File: src/logic/hmrs_defs.vh
// Purpose: constants for the halt and reset source controller
// Assumes: 40 MHz pclk, apb word registers
// Notes:   byte offsets are multiples of four
`ifndef HMRS_DEFS_VH
`define HMRS_DEFS_VH
// ==================================================
// register offsets
`define HMRS_OFF_CTRL     8'h00
`define HMRS_OFF_OPT      8'h04
`define HMRS_OFF_STAT     8'h08
`define HMRS_OFF_MASK     8'h0c
`define HMRS_OFF_STATE    8'h10
// ==================================================
// ctrl fields
`define HMRS_CTRL_AWU     0
`define HMRS_CTRL_AHALT   1
`define HMRS_CTRL_WDOG    2
// opt fields
`define HMRS_OPT_LVDEN    0
`define HMRS_OPT_WDGH     1
`define HMRS_OPT_THR_LO   2
`define HMRS_OPT_THR_HI   3
`define HMRS_OPT_RST      4'h0
// status bits
`define HMRS_ST_HALT      0
`define HMRS_ST_WAKE      1
`define HMRS_ST_WDOG      2
`define HMRS_ST_LVD       3
`define HMRS_ST_ILL       4
`define HMRS_ST_W         5
// ==================================================
// timing
`define HMRS_STAB_CYC     9'd256
// minimum pin pulse: 500 ns at 25 ns per pclk, sized to the counter
`define HMRS_RSTOUT_CYC   9'd20
`define HMRS_CNT_W        9
`define HMRS_ZERO9        9'h000
`define HMRS_ONE9         9'h001
`endif

File: src/logic/hmrs_ctrl.v
// Purpose: halt mode control and digital reset sources with apb registers
// Assumes: cpu core gives halt and decode strobes; one clock domain
// Notes:   reset pin is open drain, three signals
//
// Contract
// RL1: halt on instruction when awake modes off
// RL2: leave halt on reset or wake interrupt
// RL3: restart oscillator, hold cpu 256 cycles
// RL4: resume via interrupt or reset vector
// RL5: force interrupt mask clear on entry
// RL6: pending interrupt wakes at once
// RL7: oscillator off stops internal clocks
// RL8: watchdog option turns halt into reset
// RL9: watchdog underflow drives pin low minimum
// RL10: voltage detector reset holds pin low
// RL11: illegal opcode or prebyte raises reset
// RL12: option byte enables voltage detector reset
// RL13: option byte picks three thresholds
// RL14: wake service pushes, masks, restores code register
// RL15: auto wakeup mode wakes on own interrupts
// RL16: external circuit holds reset when detector off
// RL17: synchronise external reset before use
`include "hmrs_defs.vh"
`timescale 1ns/1ps
`default_nettype none

module hmrs_ctrl (
    input  wire        pclk,
    input  wire        presetn,
    input  wire        psel,
    input  wire        penable,
    input  wire        pwrite,
    input  wire [7:0]  paddr,
    input  wire [31:0] pwdata,
    output reg  [31:0] prdata,
    output reg         pready,
    output reg         pslverr,
    input  wire        halt_instr,
    input  wire        wake_irq,
    input  wire        awu_irq,
    input  wire        irq_pending,
    input  wire        illegal_opcode,
    input  wire        illegal_prebyte,
    input  wire        wdog_underflow,
    input  wire        lvd_below,
    input  wire        rst_pin_in,
    output reg         rst_pin_out,
    output reg         rst_pin_oe,
    output reg         osc_on,
    output reg         cpu_hold,
    output reg         fetch_reset_vector,
    output reg         service_wake_irq,
    output reg         clear_imask,
    output reg  [1:0]  lvd_threshold,
    output reg         sys_rst_n,
    output reg         irq
);
    // ==================================================
    // states
    localparam [3:0] S_RUN  = 4'b0001;
    localparam [3:0] S_HALT = 4'b0010;
    localparam [3:0] S_STAB = 4'b0100;
    localparam [3:0] S_RES  = 4'b1000;

    reg [3:0]             state_reg;
    reg [3:0]             state_next;
    reg [`HMRS_CNT_W-1:0] stab_reg;
    reg [`HMRS_CNT_W-1:0] rpulse_reg;
    reg                   cause_rst_reg;
    reg [2:0]             ctrl_reg;
    reg [3:0]             opt_reg;
    reg [`HMRS_ST_W-1:0]  stat_reg;
    reg [`HMRS_ST_W-1:0]  mask_reg;
    reg                   ext_s1_reg;
    reg                   ext_s2_reg;

    // ==================================================
    // apb decode
    wire acc     = psel & penable;
    wire wr      = acc & pwrite;
    wire rd      = acc & ~pwrite;
    wire hit_ok  = (paddr == `HMRS_OFF_CTRL) | (paddr == `HMRS_OFF_OPT) |
                   (paddr == `HMRS_OFF_STAT) | (paddr == `HMRS_OFF_MASK) |
                   (paddr == `HMRS_OFF_STATE);

    // ==================================================
    // reset sources
    // RL12: option gates detector
    wire lvd_rst  = opt_reg[`HMRS_OPT_LVDEN] & lvd_below;
    // RL11: decode faults reset
    wire ill_rst  = illegal_opcode | illegal_prebyte;
    // RL8: halt under watchdog
    wire halt_req = halt_instr & (state_reg == S_RUN);
    wire wdg_halt = halt_req & ctrl_reg[`HMRS_CTRL_WDOG] & ~opt_reg[`HMRS_OPT_WDGH];
    wire wdg_rst  = wdog_underflow | wdg_halt;
    // RL17: synchronised external reset
    wire ext_rst  = ~ext_s2_reg;
    // RL15: auto wakeup mode adds own interrupt
    wire wake_src = wake_irq | (ctrl_reg[`HMRS_CTRL_AWU] & awu_irq);
    wire int_rst  = wdg_rst | ill_rst | lvd_rst | (rpulse_reg != `HMRS_ZERO9);

    // RL17: two flop synchroniser
    always @(posedge pclk or negedge presetn) begin
        if (!presetn) begin
            ext_s1_reg <= 1'b0;
            ext_s2_reg <= 1'b0;
        end else begin
            ext_s1_reg <= rst_pin_in;
            ext_s2_reg <= ext_s1_reg;
        end
    end

    // ==================================================
    // next state
    always @* begin
        state_next = state_reg;
        case (state_reg)
            S_RUN: begin
                // RL1: halt entry
                if (halt_req & ~wdg_halt & ~ctrl_reg[`HMRS_CTRL_AHALT] &
                    ~ctrl_reg[`HMRS_CTRL_AWU]) begin
                    // RL6: pending wakes at once
                    state_next = irq_pending ? S_STAB : S_HALT;
                end else if (halt_req & ctrl_reg[`HMRS_CTRL_AWU] & ~wdg_halt) begin
                    // RL15: auto wakeup halt
                    state_next = irq_pending ? S_STAB : S_HALT;
                end
            end
            S_HALT: begin
                // RL2: restricted wake sources
                if (wake_src)
                    state_next = S_STAB;
            end
            S_STAB: begin
                // RL3: stabilisation done
                if (stab_reg == `HMRS_ONE9)
                    state_next = S_RUN;
            end
            S_RES:   state_next = S_STAB;
            default: state_next = S_RUN;
        endcase
        if (int_rst | ext_rst)
            state_next = S_RES;
    end

    // ==================================================
    // state, counters, outputs
    always @(posedge pclk or negedge presetn) begin
        if (!presetn) begin
            state_reg          <= S_RES;
            stab_reg           <= `HMRS_ZERO9;
            rpulse_reg         <= `HMRS_ZERO9;
            cause_rst_reg      <= 1'b1;
            osc_on             <= 1'b1;
            cpu_hold           <= 1'b1;
            fetch_reset_vector <= 1'b0;
            service_wake_irq   <= 1'b0;
            clear_imask        <= 1'b0;
            sys_rst_n          <= 1'b0;
            rst_pin_out        <= 1'b0;
            rst_pin_oe         <= 1'b0;
        end else begin
            state_reg          <= state_next;
            fetch_reset_vector <= 1'b0;
            service_wake_irq   <= 1'b0;
            // RL5: clear mask on entry
            clear_imask        <= (state_reg == S_RUN) & (state_next != S_RUN) &
                                  ~(int_rst | ext_rst);
            // RL7: oscillator off while halted
            osc_on             <= (state_next != S_HALT);
            cpu_hold           <= (state_next != S_RUN);
            sys_rst_n          <= ~(state_next == S_RES);
            // RL9: minimum output pulse
            if (wdg_rst)
                rpulse_reg <= `HMRS_RSTOUT_CYC;
            else if (rpulse_reg != `HMRS_ZERO9)
                rpulse_reg <= rpulse_reg - `HMRS_ONE9;
            // RL10: pin low during internal reset
            rst_pin_oe  <= int_rst;
            rst_pin_out <= 1'b0;
            if (state_next == S_RES)
                cause_rst_reg <= 1'b1;
            else if (state_reg == S_HALT && state_next == S_STAB)
                cause_rst_reg <= 1'b0;
            else if (state_reg == S_RUN && state_next == S_STAB)
                cause_rst_reg <= 1'b0;
            // RL3: load 256 cycle delay
            if (state_next == S_STAB && state_reg != S_STAB)
                stab_reg <= `HMRS_STAB_CYC;
            else if (stab_reg != `HMRS_ZERO9)
                stab_reg <= stab_reg - `HMRS_ONE9;
            // RL4: resume by cause
            if (state_reg == S_STAB && state_next == S_RUN) begin
                fetch_reset_vector <= cause_rst_reg;
                // RL14: core pushes and masks
                service_wake_irq   <= ~cause_rst_reg;
            end
        end
    end

    // ==================================================
    // registers and sticky status
    always @(posedge pclk or negedge presetn) begin
        if (!presetn) begin
            ctrl_reg      <= 3'h0;
            opt_reg       <= `HMRS_OPT_RST;
            stat_reg      <= 5'h00;
            mask_reg      <= 5'h00;
            lvd_threshold <= 2'h0;
        end else begin
            if (wr && paddr == `HMRS_OFF_CTRL)
                ctrl_reg <= pwdata[2:0];
            // RL13: threshold select
            if (wr && paddr == `HMRS_OFF_OPT)
                opt_reg <= pwdata[3:0];
            if (wr && paddr == `HMRS_OFF_MASK)
                mask_reg <= pwdata[`HMRS_ST_W-1:0];
            lvd_threshold <= opt_reg[`HMRS_OPT_THR_HI:`HMRS_OPT_THR_LO];
            // read clears only the bits already reported in prdata, new events win
            stat_reg <= ((rd && paddr == `HMRS_OFF_STAT) ?
                         (stat_reg & ~prdata[`HMRS_ST_W-1:0]) : stat_reg) |
                        {ill_rst, lvd_rst, wdg_rst,
                         (state_reg == S_HALT) & wake_src,
                         (state_reg == S_RUN) & (state_next == S_HALT)};
        end
    end

    // ==================================================
    // apb answer, single cycle access phase
    always @(posedge pclk or negedge presetn) begin
        if (!presetn) begin
            prdata  <= 32'h0000_0000;
            pready  <= 1'b0;
            pslverr <= 1'b0;
            irq     <= 1'b0;
        end else begin
            pready  <= psel & ~penable;
            pslverr <= psel & ~penable & ~hit_ok;
            irq     <= |(stat_reg & mask_reg);
            prdata  <= 32'h0000_0000;
            if (psel & ~penable & ~pwrite) begin
                case (paddr)
                    `HMRS_OFF_CTRL:  prdata <= {29'h0, ctrl_reg};
                    `HMRS_OFF_OPT:   prdata <= {28'h0, opt_reg};
                    `HMRS_OFF_STAT:  prdata <= {27'h0, stat_reg};
                    `HMRS_OFF_MASK:  prdata <= {27'h0, mask_reg};
                    `HMRS_OFF_STATE: prdata <= {28'h0, state_reg};
                    default:         prdata <= 32'h0000_0000;
                endcase
            end
        end
    end
endmodule
`default_nettype wire

File: config.mk
export PLATFORM = sky130hd
export DESIGN_NAME = hmrs_ctrl
export DESIGN_NICKNAME = d
export VERILOG_FILES = /design/src/logic/hmrs_ctrl.v
export VERILOG_INCLUDE_DIRS = /design/src /design/src/logic
export SDC_FILE = /design/constraint.sdc
export NUM_CORES = 1
export LEC_CHECK = 0
export ABC_AREA = 1
export BUFFER_PORTS_ARGS = -buffer_cell sky130_fd_sc_hd__buf_2
export CELL_PAD_IN_SITES_DETAIL_PLACEMENT = 0
export CELL_PAD_IN_SITES_GLOBAL_PLACEMENT = 1
export CORE_MARGIN = 2
export CORE_UTILIZATION = 33
export DETAILED_ROUTE_END_ITERATION = 7
export GPL_ROUTABILITY_DRIVEN = 0
export GPL_TIMING_DRIVEN = 0
export PLACE_DENSITY = 0.76
export SLEW_MARGIN = 40
export SYNTH_ARGS = -nofsm -noshare
export SYNTH_HDL_FRONTEND = slang
export SYNTH_SLANG_ARGS = --single-unit
File: constraint.sdc
create_clock -name pclk -period 1.8 [get_ports pclk]
set_clock_uncertainty 0.05 [all_clocks]
set_input_delay 0.36 -clock pclk [delete_from_list [all_inputs] [get_ports pclk]]
set_output_delay 0.36 -clock pclk [all_outputs]
set_load 0.05 [all_outputs]
After elaboration in Yosys (flattened, before gate mapping)
Index checks and enable logic that the tools add are counted.

Flip-flop bits (word level): 86. Input port bits: 54. Output and inout bits: 45. Word-level logic and storage cells: 120.

$add $sub $neg: 2. Equality and inequality tests: 16. Mux-type cells: 19. Bitwise logic cells: 46. Reductions and logical operators: 15.

Operator list (count): $mux W9 (4); $mux W32 (1); $pmux W5 S5 (1); $and A1 B1 Y1 (20); $mux W4 (5); $reduce_bool A9 Y1 (2); $sub A9 B1 Y9 const B (2); $eq A8 B4 Y1 const B (2); $pmux W4 S4 (1); $not A1 Y1 (11); $or A1 B1 Y1 (11); $and A5 B5 Y5 (2); $eq A9 B1 Y1 const B (1); $eq A4 B1 Y1 const B (2); $eq A4 B2 Y1 const B (2); $eq A4 B3 Y1 const B (2); $eq A4 B4 Y1 const B (2); $eq A8 B3 Y1 const B (1); $eq A8 B5 Y1 const B (1); $logic_and A1 B1 Y1 (8); $logic_not A8 Y1 (1); $mux W1 (5); $mux W5 (1); $not A5 Y5 (1); 8 further kinds (9).

Depth between registers and ports, before layout
Gate-level depths: netlist of the first run.

Depth after elaboration: 16. Depth in mapped cells: 12.

Worst setup path before layout of the first run
OpenSTA, ideal clock, no wires.

Path type: flip-flop to flip-flop. Start point: register rpulse_reg[0]. End point: register stab_reg[6]. Setup time: 113 ps. Arrival time: 1533 ps. Data required time: 1637 ps. Path slack: 103 ps. Cell stages (with the launch flop): 12. Path through: dfrtp_1 inv_1 ha_1 nand2_2 nor2_4 nand2_4 nor2_8 nand4_4 nor2_4 nand3_4 nand2_1 inv_1.

Word-level cells in the longest chain between the ends: 7. Elaborated cells on any way between the ends: 8. Those cells by class: eq/ne (1); mux (2); bitwise (2); reduce/logical (3).

RTL lines: start: declaration (line hmrs_ctrl.v:68) `` reg [`HMRS_CNT_W-1:0] rpulse_reg; ``; start signal: assignment (line hmrs_ctrl.v:152) `` rpulse_reg <= `HMRS_ZERO9; ``; start signal: assignment (line hmrs_ctrl.v:175) `` rpulse_reg <= `HMRS_RSTOUT_CYC; ``; start signal: assignment (line hmrs_ctrl.v:177) `` rpulse_reg <= rpulse_reg - `HMRS_ONE9; ``; $reduce_bool A9 Y1 (no source line) (*); $or A1 B1 Y1 (*) (line hmrs_ctrl.v:100) `` wire int_rst = wdg_rst | ill_rst | lvd_rst | (rpulse_reg != `HMRS_ZERO9); ``; $or A1 B1 Y1 (*) (line hmrs_ctrl.v:142) `if (int_rst | ext_rst)`; $mux W4 (*) (line hmrs_ctrl.v:142); net state_next[3] (line hmrs_ctrl.v:66) `reg [3:0] state_next;`; $eq A4 B3 Y1 (*) (line hmrs_ctrl.v:188) `if (state_next == S_STAB && state_reg != S_STAB)`; $logic_and A1 B1 Y1 (*) (line hmrs_ctrl.v:188); $mux W9 or $reduce_bool A2 Y1 (tied branches); end signal: assignment (line hmrs_ctrl.v:151) `` stab_reg <= `HMRS_ZERO9; ``; end signal: assignment (line hmrs_ctrl.v:189) `` stab_reg <= `HMRS_STAB_CYC; ``; end signal: assignment (line hmrs_ctrl.v:191) `` stab_reg <= stab_reg - `HMRS_ONE9; ``; end: declaration (line hmrs_ctrl.v:67) `` reg [`HMRS_CNT_W-1:0] stab_reg; ``.

Mark *: on every way through the listed nets, which the timed path passes. The rest lies on a longest branch. A chain may end at the register's enable or synchronous reset.

Worst setup path in the final report of the first run
Start point: register rpulse_reg[1]. End point: register stab_reg[5].

Same word-level chain as after synthesis.

==> results of run 1 <==
routing by layer:
metal,global-route usage (%),routed length (um)
met1,18.9,3110
met2,19.7,2890
met3,2.64,243
met4,6.86,150
met5,0,0
where the power goes:
| group | total [mW] | leakage (nW) | internal [mW] | switching (mW) |
|---|---|---|---|---|
| Sequential | 1.53 | 0.747 | 1.44 | 0.0868 |
| Clock | 1.23 | 0.101 | 0.715 | 0.511 |
| Combinational | 0.632 | 1.22 | 0.219 | 0.414 |
| Total | 3.38 | 2.06 | 2.37 | 1.01 |
final timing paths:
path                                                start                       to
max in group asynchronous                         presetn  stab_reg[7]$_DFFE_PN0P_
worst max register to register  rpulse_reg[1]$_DFFE_PN0P_  stab_reg[5]$_DFFE_PN0P_
worst min-delay path                              presetn            irq$_DFF_PN0_
worst min register to register       ext_s1_reg$_DFF_PN0_     ext_s2_reg$_DFF_PN0_
worst max-delay path            rpulse_reg[1]$_DFFE_PN0P_  stab_reg[5]$_DFFE_PN0P_
min in group pclk                              rst_pin_in     ext_s1_reg$_DFF_PN0_
stage by stage:
step	setup WS (ns)	util (%)	hold WS [ns]	power [mW]
after global routing	-0.0486	42.3	0.0553	3.59
final	0.0686	42.3	0.0242	3.38
after detailed placement	-0.101	38.7	0.292	2.15
after floorplan	0.103	-	0.0144	2.02
after global placement	-0.0933	38.7	0.291	2.14
after CTS	0.00829	41.4	0.0456	3.40
critical path: cells and delay by family (launching register included):
kind	cells	cell delay, ns
adders and majority gates	1	0.16
and+or+nand+nor	8	0.91
buffers and inverters	2	0.13
DFF	1	0.38
logic make-up (layout without fill, tap and decap cells):
logic type,count (synthesis),in the layout
AND/OR/NAND/NOR,155,156
XOR/XNOR,10,10
buffers and inverters,96,166
other,1,28
adder cells (fa/ha/maj),4,4
flip-flops,59,59
AO/OA/AOI/OAI,40,40
multiplexers,1,1
timing repair:
item | in CTS | in global routing
setup buffers | 4 | 7
pin swaps | 6 | 4
cloned | 1 | 0
resized for setup | 5 | 9
setup endpoints to repair | 11 | 15
layout by cell type, fill, tap and decap left out, drive strengths merged, types with 6 or more instances in the layout:
cell    count
buf        83
clkbuf     14
conb       28
dfrtp      55
inv        67
nand2      85
nand3      19
nand4      11
nor2       31
nor3        6
o21ai      30
xor2        9
area by class of cell:
type | count | area share, %
sequential | 59 | 38.1
multi-input combinational | 239 | 33.4
timing repair buffer | 54 | 7.82
inverter | 67 | 6.47
buffer | 29 | 5.54
clock buffer | 14 | 4.18
tap | 111 | 3.57
clock inverter | 2 | 0.901
==> metrics.txt, run 1 <==
result of the run complete, no violations; worst-path cell chain inv_2 > ha_4 > nand2_4 > nor2_4 > nand2_4 > nor2_8 > nand4_4 > nor2_4 > nand3_4 > nand2_1 > inv_1; flip-flop and latch count after synthesis just under 60; clock slew seen by the registers of the worst setup and hold paths around 0.07 ns; Num Clock Sinks 59; post-route minimum period 1.73 ns; dominant cell by count in the synthesized netlist sky130_fd_sc_hd__nand2_1; Overall Global Routing Usage 13.5%; max cap viols 0; Die H about 100 um; synthesized area per cell 8.47 um^2; XOR/XNOR Fraction of Synth Area 2.82%; area after detailed placement approximately 3600 um^2; share of flip-flops with an asynchronous set or reset after synthesis 100%; Diodes inserted 0; Worst setup SP type register; setup TNS 0 ns; Inst Count DP 547; Worst Path Required between 1.5 and 2 ns; Tcrit/Tclk final 96.2%; CP Capture Type register; longest individual stage delay on the worst path 0.38 ns; boundary pin count 99; slowest library cell on the worst path sky130_fd_sc_hd__dfrtp_1; number of global-route vias before repair between 2000 and 2500; warning count from the yosys run 0; Worst Reg-to-Reg Cells 11; Worst-Skew Late Latency around 0.35 ns; total die area 10200 um^2; number of DRC markers in iteration 0 about 90; detailed-route via count 2409; post-route insts no fill between 500 and 600; x dimension of the die 101 um; synthesized area approximately 3100 um^2; effective utilization at floorplan 33.7%; worst min-delay path category primary input to asynchronous set/reset pin; maximum buffer depth of the clock tree 2; TritonCTS clock tree done; area of the multi-input gates 1300 um^2; H-tree depth reported by CTS 3; synth cell count leaders 78 x sky130_fd_sc_hd__nand2_1, 61 x sky130_fd_sc_hd__inv_1, 55 x sky130_fd_sc_hd__dfrtp_1; Worst slew margin 51.4%; hpwl dp 4610 um; post-route cell area 3890 um^2; proportion of synthesized area in mux cells 0.363%; largest fanout on the critical path 5; Max IR drop VDD 277 uV; critical setup path kind register to register; detailed-routing iteration count for the pre-antenna-repair pass 4; largest net degree at the start of global routing 60; most area-consuming cells after synthesis sky130_fd_sc_hd__dfrtp_1 44%, sky130_fd_sc_hd__nand2_1 9.4%, sky130_fd_sc_hd__inv_1 7.4%, sky130_fd_sc_hd__buf_4 6.8%, sky130_fd_sc_hd__o21ai_0 4.5%; detailed-route wire length 6390 um; number of setup violations in the final report 0; quantity of hold-fixing buffers added after cts 0; Post-synth EDFFs 0; fill cell count 937; clk root buf sky130_fd_sc_hd__clkbuf_8; endpoints failing hold 0; growth of design area from synthesis to finish 25.3%; DR WL/cell about 11 um; arithmetic-cell share of the synthesized area counting full adders, half adders and majority gates 1.61%; combinational family with the most area after synthesis simple AND/OR/NAND/NOR gates; vias per cell 4.19; Primary FF master, synth sky130_fd_sc_hd__dfrtp_1; slew at the pin with the worst max-slew slack 0.729 ns; CTS Buf Count 9; PD cells 870 nW/um^2; Compound-Gate Fraction of Synth Area 7.06%; remaining antenna violation count 0; # port buffers 43; arrival time worst endpoint 1.92 ns; number of antenna violations at the first check in global routing 0; number of distinct library cells after synthesis 38; core region area about 9000 um^2; static leakage power 2.06 nW; Register Area 1480 um^2; upper clock frequency limit 578 MHz; fraction of the mapped netlist area in simple logic gates 25.2%; unrepaired setup endpoints after global routing true; number of placement rows 35; worst setup slack for register-to-register paths 0.07 ns; register area share after synthesis 47.8%; biggest area consumer among synthesized cells sky130_fd_sc_hd__dfrtp_1; global route total overflow 0; Slew Viols, Final 0; share of the synthesized area in the top cell type 44.4%; fraction of final layout cells with drive strength greater than 1 30.4%; synthesized instance count 366; Final Net Count 517; global-route wire length before repair 10600 um; number of remaining DRC errors 0
Power figures use the tool's default switching activity.
==> inputs of run 2 (changes only) <==
--- a/config.mk
+++ b/config.mk
@@ -9,3 +9,3 @@
 export ABC_AREA = 1
-export BUFFER_PORTS_ARGS = -buffer_cell sky130_fd_sc_hd__buf_2
+export BUFFER_PORTS_ARGS = -buffer_cell sky130_fd_sc_hd__clkbuf_2
 export CELL_PAD_IN_SITES_DETAIL_PLACEMENT = 0
@@ -17,3 +17,3 @@
 export GPL_TIMING_DRIVEN = 0
-export PLACE_DENSITY = 0.76
+export PLACE_DENSITY_LB_ADDON = 0.1
 export SLEW_MARGIN = 40
==> constraint.sdc (replaced) <==
create_clock -name pclk -period 1.8 [get_ports pclk]
set_clock_uncertainty 0.05 [all_clocks]
set_input_delay 0.45 -clock pclk [delete_from_list [all_inputs] [get_ports pclk]]
set_output_delay 0.45 -clock pclk [all_outputs]
set_load 0.05 [all_outputs]
==> metrics.txt, run 2 (synthesized netlist as in run 1, its figures left out) <==
Diodes inserted 0 (unchanged); remaining antenna violation count 0 (unchanged); detailed-route via count 2454 (was 2409); clk root buf sky130_fd_sc_hd__clkbuf_8 (unchanged); largest fanout on the critical path 5 (unchanged); Worst setup SP type register (unchanged); fill cell count 975 (was 937); CTS Buf Count 9 (unchanged); # port buffers 43 (unchanged); Worst Reg-to-Reg Cells 11 (unchanged); post-route insts no fill 580 (was 575); fraction of final layout cells with drive strength greater than 1 32.4% (was 30.4%); Tcrit/Tclk final 97.1% (was 96.2%); global route total overflow 0 (unchanged); H-tree depth reported by CTS 3 (unchanged); PD cells 871 nW/um^2 (was 870 nW/um^2); Register Area 1480 um^2 (unchanged); quantity of hold-fixing buffers added after cts 0 (unchanged); max cap viols 0 (unchanged); effective utilization at floorplan 33.7% (unchanged); TritonCTS clock tree done (unchanged); endpoints failing hold 0 (unchanged); maximum buffer depth of the clock tree 2 (unchanged); Worst Path Required 1.98 ns (was 1.99 ns); unrepaired setup endpoints after global routing true (unchanged); DR WL/cell 11.8 um (was 11.1 um); Worst-Skew Late Latency 0.33 ns (was 0.35 ns); worst setup slack for register-to-register paths 0.05 ns (was 0.07 ns); number of antenna violations at the first check in global routing 0 (unchanged); detailed-route wire length 6870 um (was 6390 um); number of remaining DRC errors 0 (unchanged); total die area 10200 um^2 (unchanged); post-route minimum period 1.75 ns (was 1.73 ns); CP Capture Type register (unchanged); Inst Count DP 547 (unchanged); number of global-route vias before repair 2382 (was 2195); number of placement rows 35 (unchanged); Max IR drop VDD 461 uV (was 277 uV); Slew Viols, Final 0 (unchanged); growth of design area from synthesis to finish 26.7% (was 25.3%); hpwl dp 4950 um (was 4610 um); Final Net Count 522 (was 517); critical setup path kind register to register (unchanged); Overall Global Routing Usage 14.6% (was 13.5%); detailed-routing iteration count for the pre-antenna-repair pass 4 (unchanged); clock slew seen by the registers of the worst setup and hold paths 0.07 ns (about the same); number of DRC markers in iteration 0 81 (was 91); result of the run complete, no violations (unchanged); largest net degree at the start of global routing 60 (unchanged); start of the worst register-to-register path rpulse_reg[1]$_DFFE_PN0P_ (unchanged); global-route wire length before repair 11500 um (was 10600 um); Num Clock Sinks 59 (unchanged); number of setup violations in the final report 0 (unchanged); worst min-delay path category primary input to asynchronous set/reset pin (unchanged); x dimension of the die 101 um (unchanged); Die H 101 um (unchanged); static leakage power 2.08 nW (was 2.06 nW); worst hold margin 0.0314 ns (was 0.0242 ns); most common cell after layout, fill and taps aside sky130_fd_sc_hd__nand2_1 (unchanged); boundary pin count 99 (unchanged); area of the multi-input gates 1300 um^2 (about the same); worst flop-to-flop path endpoint stab_reg[1]$_DFFE_PN0P_ (was stab_reg[5]$_DFFE_PN0P_); core region area 9200 um^2 (unchanged); arrival time worst endpoint 1.93 ns (was 1.92 ns); vias per cell 4.23 (was 4.19); upper clock frequency limit 572 MHz (was 578 MHz); commonest non-fill, non-tap cells in the layout 74 x sky130_fd_sc_hd__nand2_1, 55 x sky130_fd_sc_hd__dfrtp_1, 54 x sky130_fd_sc_hd__inv_1 (was 76 x sky130_fd_sc_hd__nand2_1, 55 x sky130_fd_sc_hd__inv_1, 55 x sky130_fd_sc_hd__dfrtp_1)
## run 2: worst max-delay path by stage
stage | from | endpoint | depth (start not counted)
floorplan | rpulse_reg[0]$_DFFE_PN0P_ | stab_reg[6]$_DFFE_PN0P_ | 11
global placement | paddr[1] | stat_reg[0]$_DFF_PN0_ | 7
detailed placement | paddr[1] | stat_reg[0]$_DFF_PN0_ | 7
CTS | stab_reg[0]$_DFFE_PN0P_ | stab_reg[4]$_DFFE_PN0P_ | 11
global route | rpulse_reg[1]$_DFFE_PN0P_ | fetch_reset_vector$_DFF_PN0_ | 13
finish | rpulse_reg[1]$_DFFE_PN0P_ | stab_reg[1]$_DFFE_PN0P_ | 11
## run 2: critical path, stage by stage, from the launching register on
cell and delay (ns):
sky130_fd_sc_hd__dfrtp_1 0.37, sky130_fd_sc_hd__inv_2 0.08, sky130_fd_sc_hd__ha_4 0.16, sky130_fd_sc_hd__nand2_4 0.05, sky130_fd_sc_hd__nor2_4 0.10, sky130_fd_sc_hd__nand2_4 0.08
sky130_fd_sc_hd__nor2_8 0.13, sky130_fd_sc_hd__nand4_4 0.11, sky130_fd_sc_hd__nor2_4 0.20, sky130_fd_sc_hd__nand3_2 0.17, sky130_fd_sc_hd__nand2_1 0.09, sky130_fd_sc_hd__inv_1 0.04
## run 2: layer usage
metal	part of all wire (%)	vias to the layer above	GRT usage, %
met5	0	-	0
met4	1.7	0	5.30
met3	3.9	12	3.68
met2	46	44	22.2
met1	49	1118	20.1
li1	-	1280	-
## run 2: what timing repair did
item                                    in CTS  in global routing
gates cloned                                 1                  0
endpoints found under the setup margin      14                 16
gates resized for setup                      6                 10
buffers inserted                             4                 12
pin swaps                                    6                  4
endpoints found under the hold margin        0                  0
## run 2: area by class of cell
type	count	area share (%)
clock inverter	5	1.37
multi-input combinational	239	33.2
sequential	59	37.7
tap	111	3.54
timing repair buffer	59	8.76
buffer	29	5.48
inverter	67	6.40
clock buffer	11	3.60
## run 2: per-stage QoR
stage	worst slack, ns	utilization (%)	cell area (um^2)	power, mW	setup TNS [ns]
6_report	0.0528	42.7	3930	3.42	0
5_1_grt	-0.0807	42.7	3930	3.64	-0.655
2_1_floorplan	0.103	-	3200	2.02	0
3_5_place_dp	-0.147	38.8	3570	2.16	-1.72
4_1_cts	0.00897	41.5	3820	3.40	0
3_3_place_gp	-0.170	38.7	3560	2.15	-8.28
## run 2: power breakdown
| group | switching, mW | total, mW | internal (mW) | leakage [nW] |
|---|---|---|---|---|
| logic | 0.437 | 0.693 | 0.256 | 1.23 |
| clock network | 0.534 | 1.21 | 0.673 | 0.103 |
| registers | 0.0857 | 1.52 | 1.44 | 0.747 |
| total | 1.06 | 3.42 | 2.37 | 2.08 |
==> inputs of run 3 (changes only) <==
BUFFER_PORTS_ARGS = unset   (was -buffer_cell sky130_fd_sc_hd__clkbuf_2)
CORE_UTILIZATION = 41   (was 33)
DONT_BUFFER_PORTS = 1   (was unset)
==> metrics.txt, run 3 (synthesized netlist as in run 1, its figures left out) <==
max cap viols 0 (unchanged); worst-path cell chain inv_2 > ha_4 > nand2_4 > nor2_4 > nand2_4 > nor2_8 > nand4_4 > nor2_4 > nand3_4 > nand2_1 > inv_1 (was inv_2 > ha_4 > nand2_4 > nor2_4 > nand2_4 > nor2_8 > nand4_4 > nor2_4 > nand3_2 > nand2_1 > inv_1); worst setup slack for register-to-register paths 0.10 ns (was 0.05 ns); global route total overflow 0 (unchanged); maximum buffer depth of the clock tree 2 (unchanged); effective utilization at floorplan 42.5% (was 33.7%); commonest non-fill, non-tap cells in the layout 76 x sky130_fd_sc_hd__nand2_1, 55 x sky130_fd_sc_hd__inv_1, 55 x sky130_fd_sc_hd__dfrtp_1 (was 74 x sky130_fd_sc_hd__nand2_1, 55 x sky130_fd_sc_hd__dfrtp_1, 54 x sky130_fd_sc_hd__inv_1); Slew Viols, Final 0 (unchanged); Num Clock Sinks 59 (unchanged); DR WL/cell 12.3 um (was 11.8 um); Buf+Inv Stages, Crit Path 2 (unchanged); longest individual stage delay on the worst path 0.37 ns (about the same); worst hold margin -0.238 ns (was 0.0314 ns); Highest Signal Layer met4 (unchanged); clk root buf sky130_fd_sc_hd__clkbuf_8 (unchanged); number of setup violations in the final report 0 (unchanged); H-tree depth reported by CTS 3 (unchanged); post-route minimum period 1.70 ns (was 1.75 ns); met3 routed WL 321 um (was 268 um); detailed-routing iteration count for the pre-antenna-repair pass 4 (unchanged); Worst setup SP type register (unchanged); detailed-route wire length 6420 um (was 6870 um); detailed-route via count 2329 (was 2454); Crit path max-delay family simple AND/OR/NAND/NOR gates (unchanged); number of placement rows 31 (was 35); Max IR drop VDD 413 uV (was 461 uV); Die H 91.0 um (was 101 um); global-route wire length before repair 10800 um (was 11500 um); wire length on met2 2950 um (was 3130 um); endpoints failing hold 59 (was 0); static leakage power 1.88 nW (was 2.08 nW); CP Capture Type register (unchanged); number of DRC markers in iteration 0 78 (was 81); # port buffers 0 (was 43); arrival time worst endpoint 1.88 ns (was 1.93 ns); Tcrit/Tclk final 94.4% (was 97.1%); post-placement setup slack -0.108 ns (was -0.147 ns); hpwl dp 4620 um (was 4950 um); number of antenna violations at the first check in global routing 0 (unchanged); slowest library cell on the worst path sky130_fd_sc_hd__dfrtp_1 (unchanged); result of the run finished with violations (was complete, no violations); fraction of final layout cells with drive strength greater than 1 24.3% (was 32.4%); PD cells 899 nW/um^2 (was 871 nW/um^2); Diodes inserted 0 (unchanged); upper clock frequency limit 588 MHz (was 572 MHz); most common cell after layout, fill and taps aside sky130_fd_sc_hd__nand2_1 (unchanged); sum of internal, switching and leakage power 3.31 mW (was 3.42 mW); largest net degree at the start of global routing 60 (unchanged); x dimension of the die 91.0 um (was 101 um); remaining antenna violation count 0 (unchanged); post-route insts no fill 523 (was 580); Inst Count DP 492 (was 547); worst min-delay path category primary input to asynchronous set/reset pin (unchanged); critical setup path kind register to register (unchanged); vias per cell 4.45 (was 4.23); clock slew seen by the registers of the worst setup and hold paths 0.07 ns (about the same); Worst-Skew Late Latency 0.33 ns (about the same); CTS Buf Count 9 (unchanged); number of remaining DRC errors 0 (unchanged); post-route worst setup slack 0.100 ns (was 0.0528 ns); growth of design area from synthesis to finish 18.5% (was 26.7%); violated checks hold timing; Worst Path Required 1.98 ns (about the same); number of global-route vias before repair 2272 (was 2382); total die area 8280 um^2 (was 10200 um^2); core region area 7290 um^2 (was 9200 um^2); boundary pin count 99 (unchanged); wire length the detailed router placed on met1 3060 um (was 3350 um); TritonCTS clock tree done (unchanged); Final Net Count 477 (was 522); Overall Global Routing Usage 16.4% (was 14.6%); largest fanout on the critical path 5 (unchanged); unrepaired setup endpoints after global routing true (unchanged)
==> run 3: worst reg2reg max path: cells and delay by family, from the launching register on <==
family        cells  cell delay, ns
fa+ha+maj         1            0.16
buf+inv           2            0.13
flops             1            0.37
simple gates      8            0.90
==> run 3: final cells by class <==
cell class / instances / area (um^2)
sequential: 59 / 1480
timing repair buffer: 14 / 105
tap: 99 / 124
inverter: 67 / 251
buffer: 29 / 215
fill: 733 / 3620
multi-input combinational: 239 / 1300
clock inverter: 3 / 20.0
clock buffer: 13 / 179
==> run 3: final timing paths <==
kind	cells past startpoint	to	startpoint
max	11	stab_reg[6]$_DFFE_PN0P_	rpulse_reg[1]$_DFFE_PN0P_
min	0	irq$_DFF_PN0_	presetn
max reg2reg	11	stab_reg[6]$_DFFE_PN0P_	rpulse_reg[1]$_DFFE_PN0P_
min reg2reg	0	ext_s2_reg$_DFF_PN0_	ext_s1_reg$_DFF_PN0_
max in group asynchronous	0	cause_rst_reg$_DFFE_PN1P_	presetn
min in group pclk	0	ext_s1_reg$_DFF_PN0_	rst_pin_in
==> run 3: where the power goes <==
group / switching (mW) / internal [mW]
Clock: 0.518 / 0.648
Sequential: 0.101 / 1.44
Combinational: 0.380 / 0.221
==> run 3: through the flow <==
| step | setup TNS, ns | area (um^2) | utilization, % |
|---|---|---|---|
| after floorplan | 0 | 3200 | - |
| after global placement | -0.638 | 3330 | 45.6 |
| after detailed placement | -0.790 | 3330 | 45.6 |
| after CTS | 0 | 3580 | 49.1 |
| after global routing | -0.0892 | 3680 | 50.4 |
| final | 0 | 3680 | 50.4 |
==> run 3: repair_timing <==
action / 4_1_cts / 5_1_grt
gates cloned: 1 / 0
buffers inserted: 5 / 9
gates resized for setup: 4 / 9
hold endpoints to repair: 59 / 59
pin swaps: 6 / 5
endpoints found under the setup margin: 10 / 14
==> run 3: metal layers <==
layer  up-vias  global-route usage [%]
li1       1194                       -
met3         9                    3.90
met1      1074                    22.6
met4         0                    6.06
met2        52                    25.3
met5         -                       0
